===== config.mk =====
export PLATFORM = sky130hd
export DESIGN_NAME = mss_start_seq
export DESIGN_NICKNAME = d
export VERILOG_FILES = /design/src/rtl/mss_start_seq.v
export VERILOG_INCLUDE_DIRS = /design/src /design/src/rtl
export SDC_FILE = /design/constraint.sdc
export NUM_CORES = 2
export LEC_CHECK = 0
export BUFFER_PORTS_ARGS = -buffer_cell sky130_fd_sc_hd__buf_2
export CELL_PAD_IN_SITES_DETAIL_PLACEMENT = 1
export CELL_PAD_IN_SITES_GLOBAL_PLACEMENT = 2
export CORE_MARGIN = 5
export CORE_UTILIZATION = 41
export CTS_CLUSTER_DIAMETER = 100
export DETAILED_ROUTE_END_ITERATION = 6
export HOLD_SLACK_MARGIN = 0.08
export PLACE_DENSITY = 0.84
export SKIP_CTS_REPAIR_TIMING = 1
export SYNTH_ARGS = -nofsm -noshare
export SYNTH_HDL_FRONTEND = slang
export SYNTH_SLANG_ARGS = --single-unit

===== constraint.sdc =====
create_clock -name pclk -period 24.6 [get_ports pclk]
set_input_delay 4.92 -clock pclk [delete_from_list [all_inputs] [get_ports pclk]]
set_output_delay 4.92 -clock pclk [all_outputs]
set_load 0.005 [all_outputs]

===== src/rtl/mss_defs.vh =====
// Register map, field layout, reset values and timing for the start sequencer
`ifndef MSS_DEFS_VH
`define MSS_DEFS_VH
`define MSS_OFS_CTRL 8'h00
`define MSS_OFS_CFG 8'h04
`define MSS_OFS_START_FREQ 8'h08
`define MSS_OFS_HOLD_TIME 8'h0C
`define MSS_OFS_BRAKE_EXCITE 8'h10
`define MSS_OFS_SCURVE 8'h14
`define MSS_OFS_TARGET 8'h18
`define MSS_OFS_MAX_FREQ 8'h1C
`define MSS_OFS_STATUS 8'h20
`define MSS_OFS_OUT_FREQ 8'h24
`define MSS_OFS_ACC_BASE 4'h3
`define MSS_CTRL_RUN 0
`define MSS_CTRL_DIR 1
`define MSS_CTRL_VF 2
`define MSS_CTRL_ASYNC 3
`define MSS_CFG_START_LSB 0
`define MSS_CFG_TRACK_LSB 2
`define MSS_CFG_SHAPE_LSB 4
`define MSS_CFG_RATE_LSB 8
`define MSS_BE_TIME_LSB 16
`define MSS_SC_END_LSB 16
`define MSS_RST_START_METHOD 2'h0
`define MSS_RST_TRACK_METHOD 2'h0
`define MSS_RST_SHAPE 2'h0
`define MSS_RST_TRACK_RATE 7'h14
`define MSS_RST_START_FREQ 10'h000
`define MSS_RST_TIME 10'h000
`define MSS_RST_CURRENT 7'h00
`define MSS_RST_RATIO 10'h12C
`define MSS_RST_MAX_FREQ 16'h1388
`define MSS_RST_TARGET 16'h0000
`define MSS_RST_ACC_TIME 10'h064
`define MSS_START_FREQ_MAX 10'h3E8
`define MSS_TIME_MAX 10'h3E8
`define MSS_RATIO_MAX 10'h3E8
`define MSS_PCT_MAX 7'h64
`define MSS_RATE_MIN 7'h01
`define MSS_RATE_MAX 7'h64
`define MSS_METHOD_DIRECT 2'h0
`define MSS_METHOD_TRACK 2'h1
`define MSS_METHOD_EXCITE 2'h2
`define MSS_TRACK_LAST 2'h0
`define MSS_TRACK_ZERO 2'h1
`define MSS_TRACK_MAX 2'h2
`define MSS_TRACK_PRESENT 2'h3
`define MSS_SHAPE_LINEAR 2'h0
`define MSS_W_FULL 7'h40
`define MSS_PCLK_HZ 40000000
`define MSS_TIME_UNIT_MS 100
`define MSS_MS_PER_S 1000
`define MSS_PERMILLE 1000
`define MSS_END_DIV 26'h7D0
`define MSS_PCT_DIV 23'h64
`endif


===== src/rtl/mss_start_seq.v =====
// Motor start sequencer with APB register access
//
// The register addresses and register access over APB were left to the implementer.
`include "mss_defs.vh"
`default_nettype none
// Operation
// - Start method: 0 direct, 1 speed tracking, 2 pre-excitation; reset 0.
// - Direct start: nonzero brake time brakes first, then start frequency.
// - Tracking restart finds speed, direction; starts at tracked frequency.
// - Pre-excitation only for async motors; zero time skips magnetising.
// - Tracking search: last stop down, zero up, maximum down, present speed.
// - Present-speed tracking only in voltage-per-frequency control.
// - Tracking rate 1 to 100, default 20; larger is faster.
// - Start frequency 0.00 to 10.00 Hz, default zero, no lower-limit clamp.
// - Target below start frequency: stay in standby at zero output.
// - Hold start frequency for hold time, 0.0 to 100.0 s, then accelerate.
// - No start frequency hold during a direction reversal.
// - Hold excluded from acceleration time, counted as run time.
// - Start DC braking only in direct start, set current for set time.
// - Pre-excitation uses set current for set time, then runs.
// - Current base is motor rated, or 80% drive rated if smaller.
// - Shared current 0 to 100%, shared time 0.0 to 100.0 s, both default 0.
// - Ramp shape: 0 linear, 1 S-curve A, 2 S-curve B; the code runs every nonzero shape as S-curve A.
// - Linear ramps use one of four time sets picked by input terminals.
// - S-curve A uses start and end segment time fractions.
// - Slope grows in start segment, falls to zero in end segment.
// - Slope constant between the curved segments.
module mss_start_seq #(
	parameter DS_CYC = `MSS_PCLK_HZ / `MSS_MS_PER_S * `MSS_TIME_UNIT_MS
) (
	input wire pclk,
	input wire presetn,
	input wire psel,
	input wire penable,
	input wire pwrite,
	input wire [7:0] paddr,
	input wire [31:0] pwdata,
	output reg [31:0] prdata,
	output wire pready,
	output wire pslverr,
	input wire [1:0] accel_set_sel,
	input wire track_done,
	input wire [15:0] motor_freq_est,
	input wire motor_dir_est,
	input wire [15:0] motor_rated_current,
	input wire [15:0] drive_rated_current,
	output reg [15:0] out_freq,
	output reg out_dir,
	output reg [15:0] inject_current,
	output wire dc_brake_en,
	output wire excite_en,
	output wire track_search_en,
	output reg [15:0] track_start_freq,
	output reg track_down,
	output reg track_by_present,
	output wire [6:0] track_rate_out,
	output wire hold_active,
	output wire accel_active,
	output reg standby
);

	localparam [2:0] ST_IDLE = 3'h0;
	localparam [2:0] ST_BRAKE = 3'h1;
	localparam [2:0] ST_EXCITE = 3'h2;
	localparam [2:0] ST_TRACK = 3'h3;
	localparam [2:0] ST_HOLD = 3'h4;
	localparam [2:0] ST_RAMP = 3'h5;
	localparam [31:0] DS_U = DS_CYC - 1;
	localparam [21:0] DS_LAST = DS_U[21:0];
	localparam [39:0] DS_CYC_W = {8'h00, DS_U} + 40'h00_0000_0001;
	localparam [31:0] PM_U = DS_CYC / `MSS_PERMILLE;
	localparam [47:0] CYC_PER_PM = {16'h0000, PM_U};

	reg [3:0] ctrl;
	reg [1:0] start_method_sel;
	reg [1:0] track_method_sel;
	reg [1:0] ramp_shape_sel;
	reg [6:0] track_rate;
	reg [9:0] start_freq;
	reg [9:0] start_hold_time;
	reg [6:0] start_brake_excite_current;
	reg [9:0] start_brake_excite_time;
	reg [9:0] scurve_start_ratio;
	reg [9:0] scurve_end_ratio;
	reg [15:0] target_freq;
	reg [15:0] max_freq;
	reg [9:0] acc_time [0:3];
	reg [15:0] last_stop_freq;
	reg [2:0] state;
	reg [21:0] ds_div;
	reg [9:0] tcnt;
	reg [45:0] facc;
	reg [47:0] wacc;
	reg [6:0] w;

	wire run = ctrl[`MSS_CTRL_RUN];
	wire req_dir = ctrl[`MSS_CTRL_DIR];
	wire vf_mode = ctrl[`MSS_CTRL_VF];
	wire async_motor = ctrl[`MSS_CTRL_ASYNC];

	// APB decode, zero wait states
	wire acc_hit = (paddr[7:4] == `MSS_OFS_ACC_BASE) && (paddr[1:0] == 2'h0);
	reg mapped;
	always @* begin
		case (paddr)
			`MSS_OFS_CTRL, `MSS_OFS_CFG, `MSS_OFS_START_FREQ,
			`MSS_OFS_HOLD_TIME, `MSS_OFS_BRAKE_EXCITE, `MSS_OFS_SCURVE,
			`MSS_OFS_TARGET, `MSS_OFS_MAX_FREQ, `MSS_OFS_STATUS,
			`MSS_OFS_OUT_FREQ: mapped = 1'b1;
			default: mapped = acc_hit;
		endcase
	end
	assign pready = 1'b1;
	assign pslverr = psel & penable & ~mapped;
	wire wr_en = psel & penable & pwrite & mapped;

	always @* begin
		prdata = 32'h0000_0000;
		case (paddr)
			`MSS_OFS_CTRL: prdata[3:0] = ctrl;
			`MSS_OFS_CFG: prdata = {17'h0_0000, track_rate, 2'h0,
				ramp_shape_sel, track_method_sel, start_method_sel};
			`MSS_OFS_START_FREQ: prdata[9:0] = start_freq;
			`MSS_OFS_HOLD_TIME: prdata[9:0] = start_hold_time;
			`MSS_OFS_BRAKE_EXCITE: prdata = {6'h00, start_brake_excite_time,
				9'h000, start_brake_excite_current};
			`MSS_OFS_SCURVE: prdata = {6'h00, scurve_end_ratio, 6'h00,
				scurve_start_ratio};
			`MSS_OFS_TARGET: prdata[15:0] = target_freq;
			`MSS_OFS_MAX_FREQ: prdata[15:0] = max_freq;
			`MSS_OFS_STATUS: prdata = {last_stop_freq, 8'h00, 1'b0,
				hold_active, accel_active, standby, out_dir, state};
			`MSS_OFS_OUT_FREQ: prdata[15:0] = out_freq;
			default: if (acc_hit) prdata[9:0] = acc_time[paddr[3:2]];
		endcase
	end

	// Clamp helpers for written settings
	function [9:0] clamp10;
		input [31:0] v;
		input [9:0] lim;
		begin
			clamp10 = (v > {22'h00_0000, lim}) ? lim : v[9:0];
		end
	endfunction
	function [6:0] clamp7;
		input [31:0] v;
		input [6:0] lo;
		input [6:0] hi;
		begin
			clamp7 = (v > {25'h000_0000, hi}) ? hi :
				((v < {25'h000_0000, lo}) ? lo : v[6:0]);
		end
	endfunction
	wire [31:0] wd_cfg_rate = {25'h000_0000, pwdata[14:8]};
	wire [31:0] wd_hi = {22'h00_0000, pwdata[25:16]};
	wire [31:0] wd_lo7 = {25'h000_0000, pwdata[6:0]};

	always @(posedge pclk or negedge presetn) begin
		if (!presetn) begin
			ctrl <= 4'h0;
			start_method_sel <= `MSS_RST_START_METHOD;
			track_method_sel <= `MSS_RST_TRACK_METHOD;
			ramp_shape_sel <= `MSS_RST_SHAPE;
			track_rate <= `MSS_RST_TRACK_RATE;
			start_freq <= `MSS_RST_START_FREQ;
			start_hold_time <= `MSS_RST_TIME;
			start_brake_excite_current <= `MSS_RST_CURRENT;
			start_brake_excite_time <= `MSS_RST_TIME;
			scurve_start_ratio <= `MSS_RST_RATIO;
			scurve_end_ratio <= `MSS_RST_RATIO;
			target_freq <= `MSS_RST_TARGET;
			max_freq <= `MSS_RST_MAX_FREQ;
		end else if (wr_en) begin
			case (paddr)
				`MSS_OFS_CTRL: ctrl <= pwdata[3:0];
				`MSS_OFS_CFG: begin
					start_method_sel <= pwdata[`MSS_CFG_START_LSB +: 2];
					track_method_sel <= pwdata[`MSS_CFG_TRACK_LSB +: 2];
					ramp_shape_sel <= pwdata[`MSS_CFG_SHAPE_LSB +: 2];
					track_rate <= clamp7(wd_cfg_rate, `MSS_RATE_MIN,
						`MSS_RATE_MAX);
				end
				`MSS_OFS_START_FREQ:
					start_freq <= clamp10(pwdata, `MSS_START_FREQ_MAX);
				`MSS_OFS_HOLD_TIME:
					start_hold_time <= clamp10(pwdata, `MSS_TIME_MAX);
				`MSS_OFS_BRAKE_EXCITE: begin
					start_brake_excite_current <= clamp7(wd_lo7, 7'h00,
						`MSS_PCT_MAX);
					start_brake_excite_time <= clamp10(wd_hi,
						`MSS_TIME_MAX);
				end
				`MSS_OFS_SCURVE: begin
					scurve_start_ratio <= clamp10(pwdata,
						`MSS_RATIO_MAX);
					scurve_end_ratio <= clamp10(wd_hi, `MSS_RATIO_MAX);
				end
				`MSS_OFS_TARGET: target_freq <= pwdata[15:0];
				`MSS_OFS_MAX_FREQ: max_freq <= pwdata[15:0];
				default: ;
			endcase
		end
	end

	// One time register per acceleration set
	genvar gi;
	generate
		for (gi = 0; gi < 4; gi = gi + 1) begin : g_acc
			always @(posedge pclk or negedge presetn) begin
				if (!presetn)
					acc_time[gi] <= `MSS_RST_ACC_TIME;
				else if (wr_en && acc_hit && paddr[3:2] == gi)
					acc_time[gi] <= clamp10(pwdata, `MSS_TIME_MAX);
			end
		end
	endgenerate

	// Injection current reference
	wire [17:0] drive_x4 = {drive_rated_current, 2'b00};
	wire [17:0] drive_80 = drive_x4 / 18'h0_0005;
	wire [15:0] cur_base = ({2'b00, motor_rated_current} <= drive_80) ?
		motor_rated_current : drive_80[15:0];
	wire [22:0] cur_prod = cur_base * start_brake_excite_current;
	wire [22:0] cur_ref = cur_prod / `MSS_PCT_DIV;

	// Ramp arithmetic
	wire [9:0] sel_time = acc_time[accel_set_sel];
	wire [39:0] period = sel_time * DS_CYC_W;
	wire [45:0] thresh = {period, 6'b00_0000};
	wire [47:0] t1_cyc = sel_time * scurve_start_ratio * CYC_PER_PM;
	wire [47:0] t2_cyc = sel_time * scurve_end_ratio * CYC_PER_PM;
	wire [25:0] end_prod = max_freq * scurve_end_ratio;
	wire [25:0] end_dist = end_prod / `MSS_END_DIV;
	wire reversing = (out_dir != req_dir);
	wire [15:0] goal = reversing ? 16'h0000 : target_freq;
	wire going_up = goal > out_freq;
	wire [15:0] remain = going_up ? goal - out_freq : out_freq - goal;
	wire [6:0] w_eff = (w == 7'h00) ? 7'h01 : w;
	wire [22:0] step_num = max_freq * w_eff;
	wire [45:0] next_facc = facc + {23'h00_0000, step_num};
	wire [47:0] next_wacc = wacc + {41'h000_0000_0000, `MSS_W_FULL};
	wire in_end_seg = ({10'h000, remain} <= end_dist);
	wire linear = (ramp_shape_sel == `MSS_SHAPE_LINEAR);
	wire ds_tick = (ds_div == DS_LAST);

	assign dc_brake_en = (state == ST_BRAKE);
	assign excite_en = (state == ST_EXCITE);
	assign track_search_en = (state == ST_TRACK);
	assign hold_active = (state == ST_HOLD);
	assign accel_active = (state == ST_RAMP) && (out_freq != goal);
	assign track_rate_out = track_rate;

	always @(posedge pclk or negedge presetn) begin
		if (!presetn) begin
			state <= ST_IDLE;
			out_freq <= 16'h0000;
			out_dir <= 1'b0;
			standby <= 1'b0;
			last_stop_freq <= 16'h0000;
			ds_div <= 22'h00_0000;
			tcnt <= 10'h000;
			facc <= 46'h0;
			wacc <= 48'h0;
			w <= 7'h00;
			inject_current <= 16'h0000;
			track_start_freq <= 16'h0000;
			track_down <= 1'b0;
			track_by_present <= 1'b0;
		end else begin
			inject_current <= cur_ref[15:0];
			ds_div <= ds_tick ? 22'h00_0000 : ds_div + 22'h00_0001;
			if (ds_tick)
				tcnt <= tcnt + 10'h001;
			if (!run && state != ST_IDLE) begin
				state <= ST_IDLE;
				last_stop_freq <= out_freq;
				out_freq <= 16'h0000;
				standby <= 1'b0;
			end else begin
				case (state)
				ST_IDLE: begin
					standby <= 1'b0;
					ds_div <= 22'h00_0000;
					tcnt <= 10'h000;
					facc <= 46'h0;
					wacc <= 48'h0;
					w <= linear ? `MSS_W_FULL : 7'h00;
					if (run) begin
						if (target_freq < {6'h00, start_freq}) begin
							standby <= 1'b1;
							out_freq <= 16'h0000;
						end else begin
							out_dir <= req_dir;
							case (start_method_sel)
							`MSS_METHOD_TRACK: begin
								state <= ST_TRACK;
								track_by_present <= 1'b0;
								track_down <= 1'b1;
								case (track_method_sel)
								`MSS_TRACK_ZERO: begin
									track_start_freq <= 16'h0000;
									track_down <= 1'b0;
								end
								`MSS_TRACK_MAX:
									track_start_freq <= max_freq;
								`MSS_TRACK_PRESENT: begin
									track_start_freq <= last_stop_freq;
									track_by_present <= vf_mode;
								end
								default: track_start_freq <= last_stop_freq;
								endcase
							end
							`MSS_METHOD_EXCITE: begin
								if (async_motor &&
									start_brake_excite_time != 10'h000)
									state <= ST_EXCITE;
								else begin
									state <= ST_HOLD;
									out_freq <= {6'h00, start_freq};
								end
							end
							default: begin
								if (start_brake_excite_time != 10'h000)
									state <= ST_BRAKE;
								else begin
									state <= ST_HOLD;
									out_freq <= {6'h00, start_freq};
								end
							end
							endcase
						end
					end
				end
				ST_BRAKE, ST_EXCITE: begin
					if (tcnt >= start_brake_excite_time) begin
						state <= ST_HOLD;
						out_freq <= {6'h00, start_freq};
						ds_div <= 22'h00_0000;
						tcnt <= 10'h000;
					end
				end
				ST_TRACK: begin
					if (track_done) begin
						state <= ST_RAMP;
						out_freq <= motor_freq_est;
						out_dir <= motor_dir_est;
					end
				end
				ST_HOLD: begin
					out_freq <= {6'h00, start_freq};
					if (tcnt >= start_hold_time)
						state <= ST_RAMP;
				end
				ST_RAMP: begin
					if (out_freq == goal) begin
						facc <= 46'h0;
						wacc <= 48'h0;
						w <= linear ? `MSS_W_FULL : 7'h00;
						if (reversing)
							out_dir <= req_dir;
					end else if (period == 40'h0) begin
						out_freq <= goal;
					end else begin
						if (next_facc >= thresh) begin
							facc <= next_facc - thresh;
							out_freq <= going_up ? out_freq + 16'h0001 :
								out_freq - 16'h0001;
						end else
							facc <= next_facc;
						if (linear)
							w <= `MSS_W_FULL;
						else if (in_end_seg) begin
							if (t2_cyc == 48'h0)
								w <= 7'h00;
							else if (next_wacc >= t2_cyc) begin
								wacc <= next_wacc - t2_cyc;
								if (w != 7'h00)
									w <= w - 7'h01;
							end else
								wacc <= next_wacc;
						end else if (w < `MSS_W_FULL) begin
							if (t1_cyc == 48'h0)
								w <= `MSS_W_FULL;
							else if (next_wacc >= t1_cyc) begin
								wacc <= next_wacc - t1_cyc;
								w <= w + 7'h01;
							end else
								wacc <= next_wacc;
						end
					end
				end
				default: state <= ST_IDLE;
				endcase
			end
		end
	end

endmodule // mss_start_seq
`default_nettype wire


-- Word-level counts from Yosys, hierarchy flattened
Cells that the tools add are included.
- output and inout port bits: 98
- register bits after elaboration: 350
- bitwise logic cells: 9
- $mul: 8
- reduce and logical (&&, ||, !) cells: 43
- mux-type cells: 92
- divide/modulo/power cells: 3
- eq/ne operators: 52
- order comparisons: 18
- add/sub/neg operators: 13
- operator list (operator ; count):
    2-to-1 mux 48 bit ; 9
    2-to-1 mux 16 bit ; 14
    2-to-1 mux 46 bit ; 3
    2-to-1 mux 7 bit ; 16
    2-to-1 mux 10 bit ; 10
    greater-or-equal comparator 48 x 32 -> 1 bit ; 2
    logical NOT 48 bit ; 2
    one-hot mux 48 bit (2 select lines) ; 1
    subtractor 48 x 32 -> 48 bit ; 2
    one-hot mux 46 bit (2 select lines) ; 1
    one-hot mux 16 bit (5 select lines) ; 1
    2-to-1 mux 22 bit ; 3
    one-hot mux 16 bit (2 select lines) ; 2
    one-hot mux 6 bit (10 select lines) ; 1
    multiplier 20 x 7 -> 27 bit (second input constant) ; 2
    adder 48 x 7 -> 48 bit (second input constant) ; 1
    one-hot mux 16 bit (3 select lines) ; 1
    adder 46 x 23 -> 46 bit ; 1
    greater-or-equal comparator 46 x 38 -> 1 bit ; 1
    multiplier 16 x 7 -> 23 bit ; 2
    subtractor 46 x 38 -> 46 bit ; 1
    one-hot mux 22 bit (2 select lines) ; 1
    binary-select mux 10 bit (select 2 bit) ; 2
    logical NOT 40 bit ; 1
    other kinds (80) ; 158

-- Depth between registers and ports, before layout
- depth after elaboration: 15
- gate-level depth with buffers: 114
- gate-level depth less buffers: 101

-- Worst setup path before layout
No wires, ideal clock.
- path type: input to register
- start point: input drive_rated_current[14]
- end point: register inject_current[0]
- library setup time: 0.124 ns
- data arrival time: 26.807 ns
- required time: 24.476 ns
- stages: 104
- buffers on the path: 10
- setup slack: -2.331 ns
- cells stage by stage: buf_4 > buf_2 > a311o_1 > o21a_1 > buf_2 > a211oi_1 > o21ai_1 > nand4_1 > clkbuf_1 > a21oi_1 > a22o_1 > nor4_1 > o22a_1 > nand2_1 > clkbuf_1 > a311oi_1 > o32ai_1 > nor2_1 > [68 not listed] > buf_4 > o21ai_1 > a311oi_2 > o311ai_2 > and3_1 > nor3_1 > o311ai_1 > a32oi_1 > or2_1 > mux2_1 > a221o_1 > a21oi_1 > o2111ai_1 > a221o_1 > a32o_1 > and3_1 > o22ai_1 > a2bb2oi_1
- longest elaborated chain between the ends: 5
- RTL lines (element ; line ; RTL):
    start, declared ; mss_start_seq.v:46 ; input wire [15:0] drive_rated_current,
    divider 18 x 3 -> 18 bit (*) ; mss_start_seq.v:221 ; wire [17:0] drive_80 = drive_x4 / 18'h0_0005;
    less-or-equal comparator 16 x 18 -> 1 bit ; mss_start_seq.v:222 ; wire [15:0] cur_base = ({2'b00, motor_rated_current} <= drive_80) ?
    2-to-1 mux 16 bit (*) ; mss_start_seq.v:222 ;
    multiplier 16 x 7 -> 23 bit (*) ; mss_start_seq.v:224 ; wire [22:0] cur_prod = cur_base * start_brake_excite_current;
    divider 23 x 7 -> 23 bit (no line) (*) ; -- ;
    via cur_ref[0] ; mss_start_seq.v:225 ; wire [22:0] cur_ref = cur_prod / `MSS_PCT_DIV;
    end signal, assigned ; mss_start_seq.v:271 ; inject_current <= cur_ref[15:0];
    end, declared ; mss_start_seq.v:49 ; output reg [15:0] inject_current,
Mark *: on every way through the listed nets, which the timed path passes. The rest lies on a longest branch.
A chain may end at the register's enable or synchronous reset.

-- Final worst setup path
- start point: input drive_rated_current[11]
- end point: register inject_current[0]
Same word-level chain as after synthesis.

==> flow_summary.toml <==
[timing]
slew_violations = 0
setup-violations-final = 3
hold_viol = 0
tightest_slew_ps = 1220
rsz0062_at_grt = "yes"
fmax_ghz = 0.0379
tns_ps = -4080
post-route-min-period_ps = 26390
setup_slack_ps = -1790
clock_skew_ps = 52.0
post-route-period-util_pct = 107
max_slew_margin_pct = 18.5

[place]
placed_area_mm2 = 0.0682
portBuffers = 193
gp_congestion = 0.922
place_hpwl_um = 171000

[floorplan]
fp.coreArea_mm2 = 0.149
fp-row-count = 142
die_area_mm2 = 0.157
dieHeight_um = 397
die_x_um = 397
ioPinCount = 195
start_util_pct = 41.1

[drt]
vias = 56400
drt_iter0_markers = 2765
wl_um = 215000
vias_per_cell = 5.73
drc = 0
wl_per_cell_um = 21.8
firstDrtPassIters = 7
ant_nets = 0

[global_route]
track_usage_pct = 26.7
grt.overflow.total = 0
grt_max_degree = 162
grt_pass1_wl_um = 339000
antenna_found_initial = 12
grt_pass1_vias = 60400

[yosys]
synthArstFlopShare_pct = 100
ys_seq_area_share_pct = 14.1
netlist_area_mm2 = 0.0613
synth_edf_count = 0
synthFlopType = "dfrtp_1"
synth_seq_cells = 345
synth.net_count = 8655
avgSynthCellArea_um2 = 8.36
ys_warn_count = 0
syn_inst = 7342
ys_types = 133

[critical_path]
worstPathArrival_ps = 26890
max_stage_delay_ps = 590
start_kind = "input port"
crit_type = "in2reg"
cp_num_buf_inv = 14
cp_max_fo = 7
critPathTopFamily = "compound AO/OA/AOI/OAI gates"
path_common_cell = "buf_4"
cp-end-kind = "register"
crit_slowest_cell = "fa_1"
crit_required_ps = 25100

[hold_path]
holdCritPathClass = "reg2reg"

[clock_tree]
numCtsBuffers = 47
ctsHtreeMaxLevel = 2
cts_root_buf = "clkbuf_16"
cts_tree = "built"
clock_latency_ps = 680
clockBufferDepth = 3
clock-sinks = 345
clk_pin_slew_worst_paths_ps = 50

[finish]
synthToLayoutAreaGrowth_pct = 15.9
design_area_mm2 = 0.0711
drive_gt1_share_pct = 16.7
final_cell_mix = "inv_1, nand2_1, ha_1"
fin_nets = 9179
mostFrequentLayoutCell = "inv_1"

[power_and_ir_drop]
p_per_area_mw_per_mm2 = 32.3
ir_drop_v = 0.0000472
leakage_nw = 35.4

[run_status]
status = "finished with violations"
violations = "setup timing"

[job]
maxCapViolations = 0
[cells by family after synthesis]
kind of cell	count (synthesis)	share of synthesized area (%)
AND/OR/NAND/NOR	2185	17.3
adder cells (fa/ha/maj)	1224	31.8
buffers and inverters	1210	7.55
flip-flops	345	14.1
other	1	0.00611
AO/OA/AOI/OAI	1766	19.4
multiplexers	187	3.68
XOR/XNOR	424	6.09
[cell usage after synthesis, types with 151 or more instances]
master	instances	area, um^2
a21oi_1	448	2240
and2_1	294	1840
clkbuf_1	252	946
dfrtp_1	318	7960
fa_1	564	11300
ha_1	652	8160
inv_1	896	3360
nand2_1	805	3020
nor2_1	401	1510
o21ai_0	349	1750
o21bai_1	151	1130
xnor2_1	316	2770
[sequential cells by signal, indices dropped and copies added (netlist names), 4 cells and up]
| register | cells |
|---|---|
| inject_current | 16 |
| ctrl | 4 |
| scurve_end_ratio | 10 |
| w | 7 |
| max_freq | 16 |
| last_stop_freq | 16 |
| tcnt | 10 |
| start_brake_excite_current | 7 |
| scurve_start_ratio | 10 |
| ds_div | 22 |
| acc_time | 40 |
| start_freq | 10 |
| track_rate_out | 7 |
| target_freq | 16 |
| start_hold_time | 10 |
| wacc | 43 |
| facc | 46 |
| track_start_freq | 16 |
| start_brake_excite_time | 10 |
| out_freq | 16 |
[through the flow]
step                hold WS, ps  setup WS, ps  utilization [%]  total power, W  instances
detailed placement          476         -3000             45.7         0.00151       9716
finish                      484         -1790             47.7         0.00230       9854
global placement            461         -2220             45.7         0.00148       9716
floorplan                   449         -1190                -         0.00116       7342
global route                506         -2820             47.7         0.00242       9853
CTS                         489         -2420             46.8         0.00229       9804
[worst paths after layout]
kind	to	startpoint	cells after the start	slack (ps)
max	inject_current[0]$_DFF_PN0_	drive_rated_current[11]	107	-1790
min	facc[8]$_DFFE_PN0P_	facc[8]$_DFFE_PN0P_	2	480
max reg2reg	wacc[39]$_DFFE_PN0P_	scurve_end_ratio[3]$_DFFE_PN1P_	99	1650
min reg2reg	facc[8]$_DFFE_PN0P_	facc[8]$_DFFE_PN0P_	2	480
max in group asynchronous	start_hold_time[3]$_DFFE_PN0P_	presetn	4	17260
min in group asynchronous	facc[32]$_DFFE_PN0P_	presetn	1	4300
[where the power goes]
group	internal (W)	switching, W
clock	0.000448	0.000320
sequential	0.000574	0.00000957
combinational	0.000393	0.000550
total	0.00142	0.000880
[layout make-up]
type                    count  area, um^2
repair buffers            780        5480
inverters                 905        3400
well taps                1944        2430
clock inverters            20         315
diodes                      5        12.5
multi-input cells        5787       49400
clock buffers              68        1390
fillers                 17900       78100
flip-flops and latches    345        8680
[worst register-to-register path, delay by kind of cell (launching register included)]
kind / cells / cell delay, ps
multiplexers: 3 / 1060
flip-flops: 1 / 740
AO/OA/AOI/OAI: 47 / 9910
AND/OR/NAND/NOR: 27 / 5990
adder cells (fa/ha/maj): 7 / 2730
buffers and inverters: 12 / 1760
XOR/XNOR: 3 / 660
[per-layer routing]
layer | share of wire, % | global-route usage (%)
met1 | 43 | 34.7
met2 | 48 | 46.2
met3 | 4.9 | 3.54
met4 | 3.4 | 8.21
met5 | 0.016 | 0
(Power assumes the default switching activity.)
